## src/core/liu_pkg.sv

```systemverilog
// Constants and types shared by the line interface control block
package liu_pkg;
    localparam int CH_COUNT = 3;
    localparam int TX_FIFO_DEPTH = 16;
    localparam int TX_FIFO_WIDTH = 2;
    localparam int ADDR_BITS = 7;
    localparam int DATA_BITS = 8;
    localparam int RW_BITS = 6;
    localparam logic [6:0] RX_CTRL_BASE = 7'h05;
    localparam logic [6:0] CH_CTRL_BASE = 7'h06;
    localparam logic [6:0] CH_STRIDE = 7'h08;
    localparam logic [5:0] REG_RESET = 6'h00;
    localparam int RXC_EQ = 0;
    localparam int RXC_MON = 1;
    localparam int RXC_MUTE = 2;
    localparam int CHC_SR = 0;
    localparam int CHC_STS = 1;
    localparam int CHC_E3 = 2;
    localparam int CHC_LLB = 3;
    localparam int CHC_RLB = 4;
    localparam int CHC_PRBS = 5;
    localparam int PRBS_SHORT_LEN = 15;
    localparam int PRBS_LONG_LEN = 23;
    localparam int SHORT_FB_A = 14;
    localparam int SHORT_FB_B = 13;
    localparam int LONG_FB_A = 22;
    localparam int LONG_FB_B = 17;
    localparam logic [2:0] ADDR_LAST = 3'h6;
    localparam logic [2:0] DATA_LAST = 3'h7;
    typedef enum logic [1:0] {
        SER_IDLE = 2'b00,
        SER_ADDR = 2'b01,
        SER_DATA = 2'b11,
        SER_DONE = 2'b10
    } ser_state_t;
endpackage

```

## src/core/liu_prbs.sv

```systemverilog
// Pseudo-random pattern generator and self-synchronising checker for one channel
`timescale 1ns/1ps
`default_nettype none
module liu_prbs import liu_pkg::*; (
    input wire logic clk,
    input wire logic rst,
    input wire logic enable,
    input wire logic long_mode,
    input wire logic gen_step,
    input wire logic chk_step,
    input wire logic chk_bit,
    output logic gen_bit,
    output logic err
);
    logic [PRBS_LONG_LEN-1:0] gen_reg;
    logic [PRBS_LONG_LEN-1:0] chk_reg;
    logic [4:0] fill;
    logic [4:0] fill_need;
    logic predicted;

    function automatic logic feedback(input logic [PRBS_LONG_LEN-1:0] r, input logic lm);
        return lm ? (r[LONG_FB_A] ^ r[LONG_FB_B]) : (r[SHORT_FB_A] ^ r[SHORT_FB_B]);
    endfunction

    assign fill_need = long_mode ? 5'(PRBS_LONG_LEN) : 5'(PRBS_SHORT_LEN);
    assign gen_bit = feedback(gen_reg, long_mode);
    assign predicted = feedback(chk_reg, long_mode);

    always_ff @(posedge clk) begin
        if (rst || !enable) begin
            gen_reg <= '1;
        end else if (gen_step) begin
            gen_reg <= {gen_reg[PRBS_LONG_LEN-2:0], gen_bit};
        end
    end

    always_ff @(posedge clk) begin
        if (rst || !enable) begin
            chk_reg <= '0;
            fill <= '0;
            err <= 1'b0;
        end else if (chk_step) begin
            chk_reg <= {chk_reg[PRBS_LONG_LEN-2:0], chk_bit};
            err <= (fill >= fill_need) && (chk_bit ^ predicted);
            if (fill < fill_need) begin
                fill <= fill + 5'd1;
            end
        end
    end

    AST_PRBS_NOT_STUCK: assert property (@(posedge clk) disable iff (rst)
        enable |-> gen_reg != '0)
        else $error("pattern generator register locked at zero");
    AST_PRBS_FILL_QUIET: assert property (@(posedge clk) disable iff (rst)
        enable && chk_step && fill < fill_need |=> !err)
        else $error("checker flagged an error before it was filled");
endmodule // liu_prbs
`default_nettype wire

```

## config.mk

```make
export PLATFORM = sky130hd
export DESIGN_NAME = liu_prbs
export DESIGN_NICKNAME = d
export VERILOG_FILES = /design/src/core/liu_pkg.sv /design/src/core/liu_prbs.sv
export SDC_FILE = /design/constraint.sdc
export NUM_CORES = 1
export LEC_CHECK = 0
export ABC_AREA = 1
export BUFFER_PORTS_ARGS = -buffer_cell sky130_fd_sc_hd__buf_2
export CORE_UTILIZATION = 50
export DETAILED_ROUTE_END_ITERATION = 10
export PLACE_DENSITY = 0.67
export SLEW_MARGIN = 20
export SYNTH_ARGS = -nofsm -noshare
export SYNTH_HDL_FRONTEND = slang
export SYNTH_SLANG_ARGS = --single-unit
```

## constraint.sdc

```tcl
create_clock -name clk -period 3.3 [get_ports clk]
set_input_delay 0.165 -clock clk [delete_from_list [all_inputs] [get_ports clk]]
set_output_delay 0.165 -clock clk [all_outputs]
set_load 0.02 [all_outputs]
```

==> flow_metrics.env, run 1 <==
export IMPL_grt_start_max_net_pins=34
export IMPL_max_cap_violations=0
export IMPL_worst_slew_pin_slew_ns=0.489
export IMPL_placed_area_sq_um=2060
export IMPL_die_height_um=65.7
export IMPL_core_sq_um=3770
export IMPL_finalSetupViolations=0
export IMPL_setup_ws_ns=1.89
export IMPL_synth_most_common_cell="nand2_1"
export IMPL_postSynthAreaPerCell_sq_um=7.62
export IMPL_clkSinkCount=52
export IMPL_n_antenna_cell=0
export IMPL_clock_path_buffers=2
export IMPL_drt_iter0_drc=70
export IMPL_drt_antenna_violating_nets=0
export IMPL_crit_cells=6
export IMPL_cts_buffers_inserted=5
export IMPL_cts_root_buf="clkbuf_8"
export IMPL_power_frac_clock=0.334
export IMPL_postRouteWirelength_um=3310
export IMPL_yosys_area_share_simple=0.282
export IMPL_start_util=0.537
export IMPL_synth_top_area_frac=0.514
export IMPL_syn2layout_area_growth_pct=6.11
export IMPL_path_clk_slew_ns=0.09
export IMPL_worst_path_buf_inv=0
export IMPL_ir_drop_uv=253
export IMPL_synth_enable_flop_cells=0
export IMPL_fin_nets=278
export IMPL_detail_route_wl_per_cell_um=10.4
export IMPL_postLayoutCoreUtil=0.570
export IMPL_p_leak_nw=0.894
export IMPL_power_switching_share=0.231
export IMPL_critical_path_max_fanout=8
export IMPL_rows=22
export IMPL_final_area_sq_um=2150
export IMPL_r2r_cells=6
export IMPL_slew_violations=0
export IMPL_synth_area_leaders="dfxtp_1, nand2_1, nand3_1"
export IMPL_dp_cells=309
export IMPL_synth_top_area_cell="dfxtp_1"
export IMPL_worst_hold_path_type="in2reg"
export IMPL_via_per_inst=5.00
export IMPL_power_total_mw=1.08
export IMPL_cp_top_family="compound AO/OA/AOI/OAI gates"
export IMPL_ys_ff_latch=52
export IMPL_status="complete, no violations"
export IMPL_yosysSeqAreaShare=0.514
export IMPL_crit_arrival_ns=1.65
export IMPL_p_switching_mw=0.250
export IMPL_synthMuxAreaShare=0
export IMPL_clk_latency_ns=0.30
export IMPL_syn_nets=276
export IMPL_start_kind="flop"
export IMPL_cts_resized=0
export IMPL_drive_gt1_frac=0.112
export IMPL_grt_pass1_wl_um=5840
export IMPL_rrSetupSlack_ns=1.89
export IMPL_vias=1584
export IMPL_layout_min_cycle_time_ns=1.41
export IMPL_grt_setup_unrepaired="no"
export IMPL_r2r_start="fill[4]$_SDFFE_PP0P_"
export IMPL_holdWs_ns=0.142
export IMPL_critPathSlowestCell="dfxtp_1"
export IMPL_relSlewSlack=0.674
export IMPL_rr_endpoint="fill[4]$_SDFFE_PP0P_"
export IMPL_cp_endpoint="fill[4]$_SDFFE_PP0P_"
export IMPL_yosysWarnings=0
export IMPL_die_width_um=65.7
export IMPL_cp_startpoint="fill[4]$_SDFFE_PP0P_"
export IMPL_max_stage_delay_ns=0.33
export IMPL_place_congestion=0.813
export IMPL_combPwrFrac=0.068
export IMPL_finalCritPeriodShare=0.427
export IMPL_track_usage=0.176
export IMPL_yosys_top_cells_count="nand2_1, dfxtp_1, nand3_1, a21oi_1"
export IMPL_synthArstFlopShare=0
export IMPL_critPathKind="reg2reg"
export IMPL_synth_fa_ha_area_frac=0.0185
export IMPL_antenna_found_initial=0
export IMPL_htreeDepth=2
export IMPL_timing_critical_path_cells="ha_1, a21oi_2, nand3_2, o21ai_1, nand2_1, nor2_1"
export IMPL_synthXorXnorAreaFrac=0.0130
export IMPL_dr_pass1_iters=4
export IMPL_required_ns=3.54
export IMPL_syn_inst=266
export IMPL_cts_setup_buffers=0
export IMPL_synthesis_area_sq_um=2030
export IMPL_fmax_ghz=0.710
export IMPL_io_buffers=8
export IMPL_finalHoldViolCount=0
export IMPL_fin_setup_tns_ns=0
export IMPL_die_area_sq_um=4310
export IMPL_postCtsHoldBufs=0
export IMPL_critPathCaptureType="flop"
export IMPL_synth_top_family_by_area="simple AND/OR/NAND/NOR gates"
export IMPL_p_per_area_nw_per_um2=504
export IMPL_fin_cells=317
export IMPL_synth_compound_area_share=0.106
export IMPL_io_pins=9
export IMPL_synth_top_flop_cell="dfxtp_1"
export IMPL_cts_tree="built"
export IMPL_globalRouteOverflowTotal=0
export IMPL_post_place_ws_ns=1.83
export IMPL_post_dp_hpwl_um=2090
export IMPL_pwr_share_seq=0.598
export IMPL_synthDistinctLibCells=21
export IMPL_clock_skew_final_ns=0.00379
export IMPL_grt_pass1_vias=1404
export IMPL_drc_errors=0
export IMPL_p_int_mw=0.834
[worst min-delay path, cell delays in order]
cell     delay (ns)
buf_2          0.11
inv_1          0.07
a21oi_1        0.06
[cell type report]
cell class | instances | area, sq um
inverters | 16 | 60.1
well taps | 48 | 60.1
clock buffers | 8 | 90.1
multi-input cells | 184 | 851
fillers | 364 | 1620
repair buffers | 9 | 47.5
flip-flops and latches | 52 | 1040
[per-layer routing]
layer,track usage,share of wire
met4,0.0652,0.015
met5,0,0
met1,0.222,0.53
met3,0.0521,0.025
met2,0.281,0.43
[cell families after synthesis]
kind of cell / Yosys count
and+or+nand+nor: 138
buffers and inverters: 30
adders and majority gates: 3
AOI/OAI and AO/OA: 40
DFF: 52
xor gates and xnor gates: 3
[how the worst min path moves through the flow]
stage | start | end | slack (ns) | cells past startpoint
6_report | chk_bit | chk_reg[0]$_SDFFE_PP0P_ | 0.14 | 3
5_1_grt | chk_bit | chk_reg[0]$_SDFFE_PP0P_ | 0.14 | 3
4_1_cts | chk_bit | chk_reg[0]$_SDFFE_PP0P_ | 0.14 | 3
3_5_place_dp | chk_reg[10]$_SDFFE_PP0P_ | chk_reg[10]$_SDFFE_PP0P_ | 0.45 | 2
3_3_place_gp | chk_reg[9]$_SDFFE_PP0P_ | chk_reg[10]$_SDFFE_PP0P_ | 0.45 | 2
2_1_floorplan | gen_step | gen_reg[1]$_SDFFE_PP1P_ | 0.29 | 2
[power by group through the flow]
stage                     Sequential [mW]  Combinational, mW  Clock [mW]
after floorplan                     0.661             0.0620           0
final                               0.648             0.0734       0.362
after detailed placement            0.663             0.0745           0
after global placement              0.663             0.0739           0
after global routing                0.650             0.0851       0.396
after CTS                           0.648             0.0747       0.373
[layout by cell type (no fill, tap or decap)]
master / netlist / final
a21oi_1: 25 / 25
a21oi_2: 4 / 4
buf_2: 8 / 8
buf_4: 0 / 1
clkbuf_1: 5 / 2
clkbuf_8: 0 / 6
dfxtp_1: 52 / 52
ha_1: 3 / 3
inv_1: 9 / 9
inv_2: 7 / 7
nand2_1: 98 / 98
nand2_2: 1 / 1
nand3_1: 29 / 29
nand3_2: 1 / 1
nand4_1: 1 / 1
nor2_1: 5 / 5
nor2_2: 2 / 2
nor3_1: 1 / 1
o21ai_0: 2 / 2
o21ai_1: 9 / 9
xnor2_1: 1 / 1
xor2_1: 2 / 2
No activity file was read; power rests on OpenSTA's default activity.
==> run 2, diff against run 1 <==
Settings changed: ABC_AREA 1 to 0.
Clock period 3.3 ns to 1.4 ns, I/O delays scaled along.
==> flow_metrics.env, run 2 <==
export IMPL_status="complete, no violations"
export IMPL_syn2layout_area_growth_pct=13.8
export IMPL_power_total_mw=2.47
export IMPL_clk_latency_ns=0.31
export IMPL_io_buffers=8
export IMPL_r2r_start="fill[4]$_SDFFE_PP0P_"
export IMPL_synthesis_area_sq_um=2030
export IMPL_finalHoldViolCount=0
export IMPL_critical_path_max_fanout=4
export IMPL_r2r_cells=5
export IMPL_clock_skew_final_ns=0.00660
export IMPL_slew_violations=0
export IMPL_core_sq_um=3770
export IMPL_drive_gt1_frac=0.181
export IMPL_die_height_um=65.7
export IMPL_critPathKind="reg2reg"
export IMPL_start_util=0.538
export IMPL_synth_top_flop_cell="dfxtp_1"
export IMPL_cp_endpoint="fill[4]$_SDFFE_PP0P_"
export IMPL_fmax_ghz=0.721
export IMPL_drc_errors=0
export IMPL_dr_pass1_iters=4
export IMPL_worst_hold_path_type="in2reg"
export IMPL_multiInputGateArea_sq_um=962
export IMPL_grt_pass1_vias=1362
export IMPL_die_area_sq_um=4320
export IMPL_layout_min_cycle_time_ns=1.39
export IMPL_path_clk_slew_ns=0.09
export IMPL_post_dp_hpwl_um=2340
export IMPL_rows=22
export IMPL_start_kind="flop"
export IMPL_yosys_top_cells_count="dfxtp_1, mux2i_1, nand2_1, nor2_1, clkbuf_1"
export IMPL_track_usage=0.186
export IMPL_syn_inst=199
export IMPL_synth_enable_flop_cells=0
export IMPL_syn_nets=209
export IMPL_post_place_ws_ns=-0.0201
export IMPL_fin_nets=224
export IMPL_antenna_found_initial=0
export IMPL_cts_tree="built"
export IMPL_critPathSlowestCell="or4_1"
export IMPL_io_pins=9
export IMPL_setup_ws_ns=0.0122
export IMPL_register_area_sq_um=1050
export IMPL_critPathCaptureType="flop"
export IMPL_via_per_inst=5.06
export IMPL_synthDistinctLibCells=28
export IMPL_holdWs_ns=0.0676
export IMPL_relSlewSlack=0.781
export IMPL_timing_critical_path_cells="ha_4, and2b_2, nand2_4, or4_1, a21oi_1"
export IMPL_max_cap_violations=0
export IMPL_cts_buffers_inserted=5
export IMPL_nFillCells=310
export IMPL_cts_root_buf="clkbuf_8"
export IMPL_drt_antenna_violating_nets=0
export IMPL_rr_endpoint="fill[4]$_SDFFE_PP0P_"
export IMPL_htreeDepth=2
export IMPL_ir_drop_uv=755
export IMPL_n_antenna_cell=0
export IMPL_die_width_um=65.7
export IMPL_synthArstFlopShare=0
export IMPL_synth_most_common_cell="dfxtp_1"
export IMPL_rrSetupSlack_ns=0.01
export IMPL_layout_common_cells="mux2i_1, dfxtp_1, nor2_1"
export IMPL_grt_start_max_net_pins=24
export IMPL_ys_ff_latch=52
export IMPL_grt_pass1_wl_um=5890
export IMPL_vias=1331
export IMPL_yosysWarnings=0
export IMPL_place_congestion=0.919
export IMPL_clkSinkCount=52
export IMPL_finalSetupViolations=0
export IMPL_required_ns=1.63
export IMPL_cp_startpoint="fill[4]$_SDFFE_PP0P_"
export IMPL_finalCritPeriodShare=0.991
export IMPL_p_per_area_nw_per_um2=1070
export IMPL_postSynthAreaPerCell_sq_um=10.2
export IMPL_synth_top_area_frac=0.513
export IMPL_clock_path_buffers=2
export IMPL_detail_route_wl_per_cell_um=12.4
export IMPL_drt_iter0_drc=45
export IMPL_grt_setup_unrepaired="yes"
export IMPL_yosysSeqAreaShare=0.513
export IMPL_max_stage_delay_ns=0.39
export IMPL_postLayoutCoreUtil=0.612
export IMPL_synth_top_area_cell="dfxtp_1"
export IMPL_crit_arrival_ns=1.62
export IMPL_globalRouteOverflowTotal=0
export IMPL_postRouteWirelength_um=3260
export IMPL_synth_area_leaders="dfxtp_1, mux2i_1, nand2_1"
export IMPL_worst_slew_pin_slew_ns=0.328
export IMPL_p_leak_nw=0.952
export IMPL_fin_setup_tns_ns=0
run 2: cell types whose count changed after synthesis, moves of 4 or more:
cell     delta
a21oi_1    -21
a21oi_2     -4
buf_2       -4
inv_1       -7
inv_2       -7
mux2i_1    +48
nand2_1    -72
nand3_1    -28
nor2_1     +20
o21ai_1     -8
xnor2_1     +4
run 2: power breakdown:
group          internal (mW)  leakage, nW  switching, mW
combinational         0.0670        0.489         0.0797
clock                  0.356       0.0414          0.479
sequential              1.48        0.422        0.00323
total                   1.91        0.952          0.562
run 2: how the worst min path moves through the flow:
| stage | from | to | slack [ns] | depth (start not counted) |
|---|---|---|---|---|
| after detailed placement | chk_bit | chk_reg[0]$_SDFFE_PP0P_ | 0.39 | 3 |
| after global placement | chk_bit | chk_reg[0]$_SDFFE_PP0P_ | 0.36 | 3 |
| after floorplan | chk_bit | chk_reg[0]$_SDFFE_PP0P_ | 0.22 | 2 |
| after global routing | chk_bit | chk_reg[0]$_SDFFE_PP0P_ | 0.07 | 3 |
| final | chk_bit | chk_reg[0]$_SDFFE_PP0P_ | 0.07 | 3 |
| after CTS | chk_bit | chk_reg[0]$_SDFFE_PP0P_ | 0.07 | 3 |
run 2: cells by family after synthesis:
kind of cell / synth area share
AND/OR/NAND/NOR: 0.137
flip-flops: 0.513
multiplexers: 0.237
buffers and inverters: 0.0321
AO/OA/AOI/OAI: 0.0364
XOR/XNOR: 0.0259
adder cells (fa/ha/maj): 0.0185
run 2: through the flow:
step,instance area (sq um),cells
global placement,2170,252
detailed placement,2170,252
finish,2310,263
CTS,2300,263
global route,2310,263
floorplan,2040,199
run 2: final cells by class:
cell class	count	area share
Inverter	2	0.00325
Multi-Input combinational cell	133	0.417
Clock inverter	2	0.00705
Timing Repair Buffer	20	0.0618
Sequential cell	52	0.453
Clock buffer	6	0.0315
Tap cell	48	0.0260
run 2: critical path: cells and delay by family (launching register included):
kind | cells | cell delay [ns]
flip-flops | 1 | 0.34
AO/OA/AOI/OAI | 1 | 0.13
AND/OR/NAND/NOR | 3 | 0.68
adder cells (fa/ha/maj) | 1 | 0.16
run 2: metal layers:
metal / vias to the layer above / track usage / share of wire
li1: 694 / - / -
met5: - / 0 / 0
met1: 606 / 0.196 / 0.43
met2: 19 / 0.324 / 0.51
met3: 12 / 0.0417 / 0.023
met4: 0 / 0.133 / 0.036
run 2: timing repair:
action	in CTS	in global routing
endpoints found under the setup margin	2	2
resized for setup	7	3
buffers inserted	3	0
pin swaps	3	1
hold buffers	0	0
==> run 3, diff against run 2 <==
Settings changed: CORE_UTILIZATION 50 to 27, PLACE_DENSITY 0.67 to unset.
==> flow_metrics.env, run 3 (synthesis results as in run 2) <==
export IMPL_layout_common_cells="dfxtp_1, mux2i_1, nor2_1, nand2_1, buf_4"
export IMPL_track_usage=0.0891
export IMPL_postRouteWirelength_um=3200
export IMPL_fmax_ghz=0.713
export IMPL_clk_latency_ns=0.30
export IMPL_syn2layout_area_growth_pct=16.7
export IMPL_critPathCaptureType="flop"
export IMPL_grt_setup_unrepaired="yes"
export IMPL_layout_commonest_cell="dfxtp_1"
export IMPL_finalHoldViolCount=0
export IMPL_power_total_mw=2.46
export IMPL_io_pins=9
export IMPL_finalSetupViolations=1
export IMPL_cts_buffers_inserted=5
export IMPL_cts_root_buf="clkbuf_8"
export IMPL_layout_min_cycle_time_ns=1.40
export IMPL_violations="negative setup slack"
export IMPL_drc_errors=0
export IMPL_vias=1341
export IMPL_die_area_sq_um=7860
export IMPL_rows=31
export IMPL_post_place_ws_ns=-0.0326
export IMPL_via_per_inst=4.24
export IMPL_start_util=0.280
export IMPL_critPathKind="reg2reg"
export IMPL_worst_slew_pin_slew_ns=0.443
export IMPL_detail_route_wl_per_cell_um=10.1
export IMPL_globalRouteOverflowTotal=0
export IMPL_critical_path_max_fanout=6
export IMPL_antenna_found_initial=0
export IMPL_finalCritPeriodShare=1.00
export IMPL_crit_arrival_ns=1.63
export IMPL_placed_area_sq_um=2230
export IMPL_place_congestion=0.760
export IMPL_post_dp_hpwl_um=2160
export IMPL_nFillCells=776
export IMPL_io_buffers=8
export IMPL_p_per_area_nw_per_um2=1040
export IMPL_cts_tree="built"
export IMPL_n_antenna_cell=0
export IMPL_drt_antenna_violating_nets=0
export IMPL_htreeDepth=2
export IMPL_max_cap_violations=0
export IMPL_relSlewSlack=0.704
export IMPL_drt_iter0_drc=33
export IMPL_worst_hold_path_type="in2reg"
export IMPL_fin_nets=226
export IMPL_grt_pass1_vias=1264
export IMPL_start_kind="flop"
export IMPL_setup_ws_ns=-0.00306
export IMPL_clock_path_buffers=2
export IMPL_required_ns=1.63
export IMPL_die_height_um=88.7
export IMPL_rrSetupSlack_ns=-0.003
export IMPL_core_sq_um=7250
export IMPL_status="finished with violations"
export IMPL_die_width_um=88.7
export IMPL_postCtsHoldBufs=0
export IMPL_grt_pass1_wl_um=5490
export IMPL_ir_drop_uv=390
export IMPL_p_leak_nw=0.959
export IMPL_path_clk_slew_ns=0.09
export IMPL_dr_pass1_iters=3
export IMPL_final_area_sq_um=2370
export IMPL_drive_gt1_frac=0.171
export IMPL_slew_violations=0
export IMPL_fin_setup_tns_ns=-0.00306
export IMPL_clock_skew_final_ns=0.00699
export IMPL_grt_start_max_net_pins=28
export IMPL_clkSinkCount=52
## run 3: worst paths after layout
kind,cells past startpoint,from,end
max reg2reg,5,fill[4]$_SDFFE_PP0P_,fill[4]$_SDFFE_PP0P_
min,3,rst,gen_reg[0]$_SDFFE_PP1P_
max,5,fill[4]$_SDFFE_PP0P_,fill[4]$_SDFFE_PP0P_
min reg2reg,2,gen_reg[15]$_SDFFE_PP1P_,gen_reg[16]$_SDFFE_PP1P_
## run 3: report_power, final
part	total [mW]	switching, mW	internal, mW
Sequential	1.49	0.00320	1.48
Clock	0.833	0.477	0.356
Combinational	0.143	0.0796	0.0632
Total	2.46	0.560	1.90
## run 3: metal layers
metal,vias up,GRT usage,wire length [um]
met5,-,0,0
li1,703,-,-
met3,7,0.0243,135
met2,19,0.144,1390
met4,0,0.0411,56
met1,612,0.110,1620
## run 3: critical path, stage by stage, from the launching register on
cell     delay (ns)
dfxtp_2        0.34
ha_4           0.16
and2b_2        0.24
nand2_4        0.07
or4_1          0.40
a21oi_1        0.12
## run 3: stage by stage
stage / util / hold slack (ns) / cells
2_1_floorplan: - / 0.217 / 199
3_3_place_gp: 0.308 / 0.353 / 305
3_5_place_dp: 0.308 / 0.377 / 305
4_1_cts: 0.325 / 0.0556 / 315
5_1_grt: 0.326 / 0.0665 / 316
6_report: 0.326 / 0.0624 / 316
## run 3: area by class of cell
type	instances	area, sq um	share of cell area
Clock buffer	6	72.6	0.0307
Clock inverter	2	16.3	0.00687
Inverter	2	7.51	0.00317
Multi-Input combinational cell	133	957	0.405
Sequential cell	52	1040	0.441
Tap cell	99	124	0.0524
Timing Repair Buffer	22	145	0.0613
## run 3: what timing repair did
item | in CTS | in global routing
endpoints found under the setup margin | 2 | 3
gates resized for setup | 4 | 1
pin swaps | 2 | 2
buffers inserted | 2 | 1
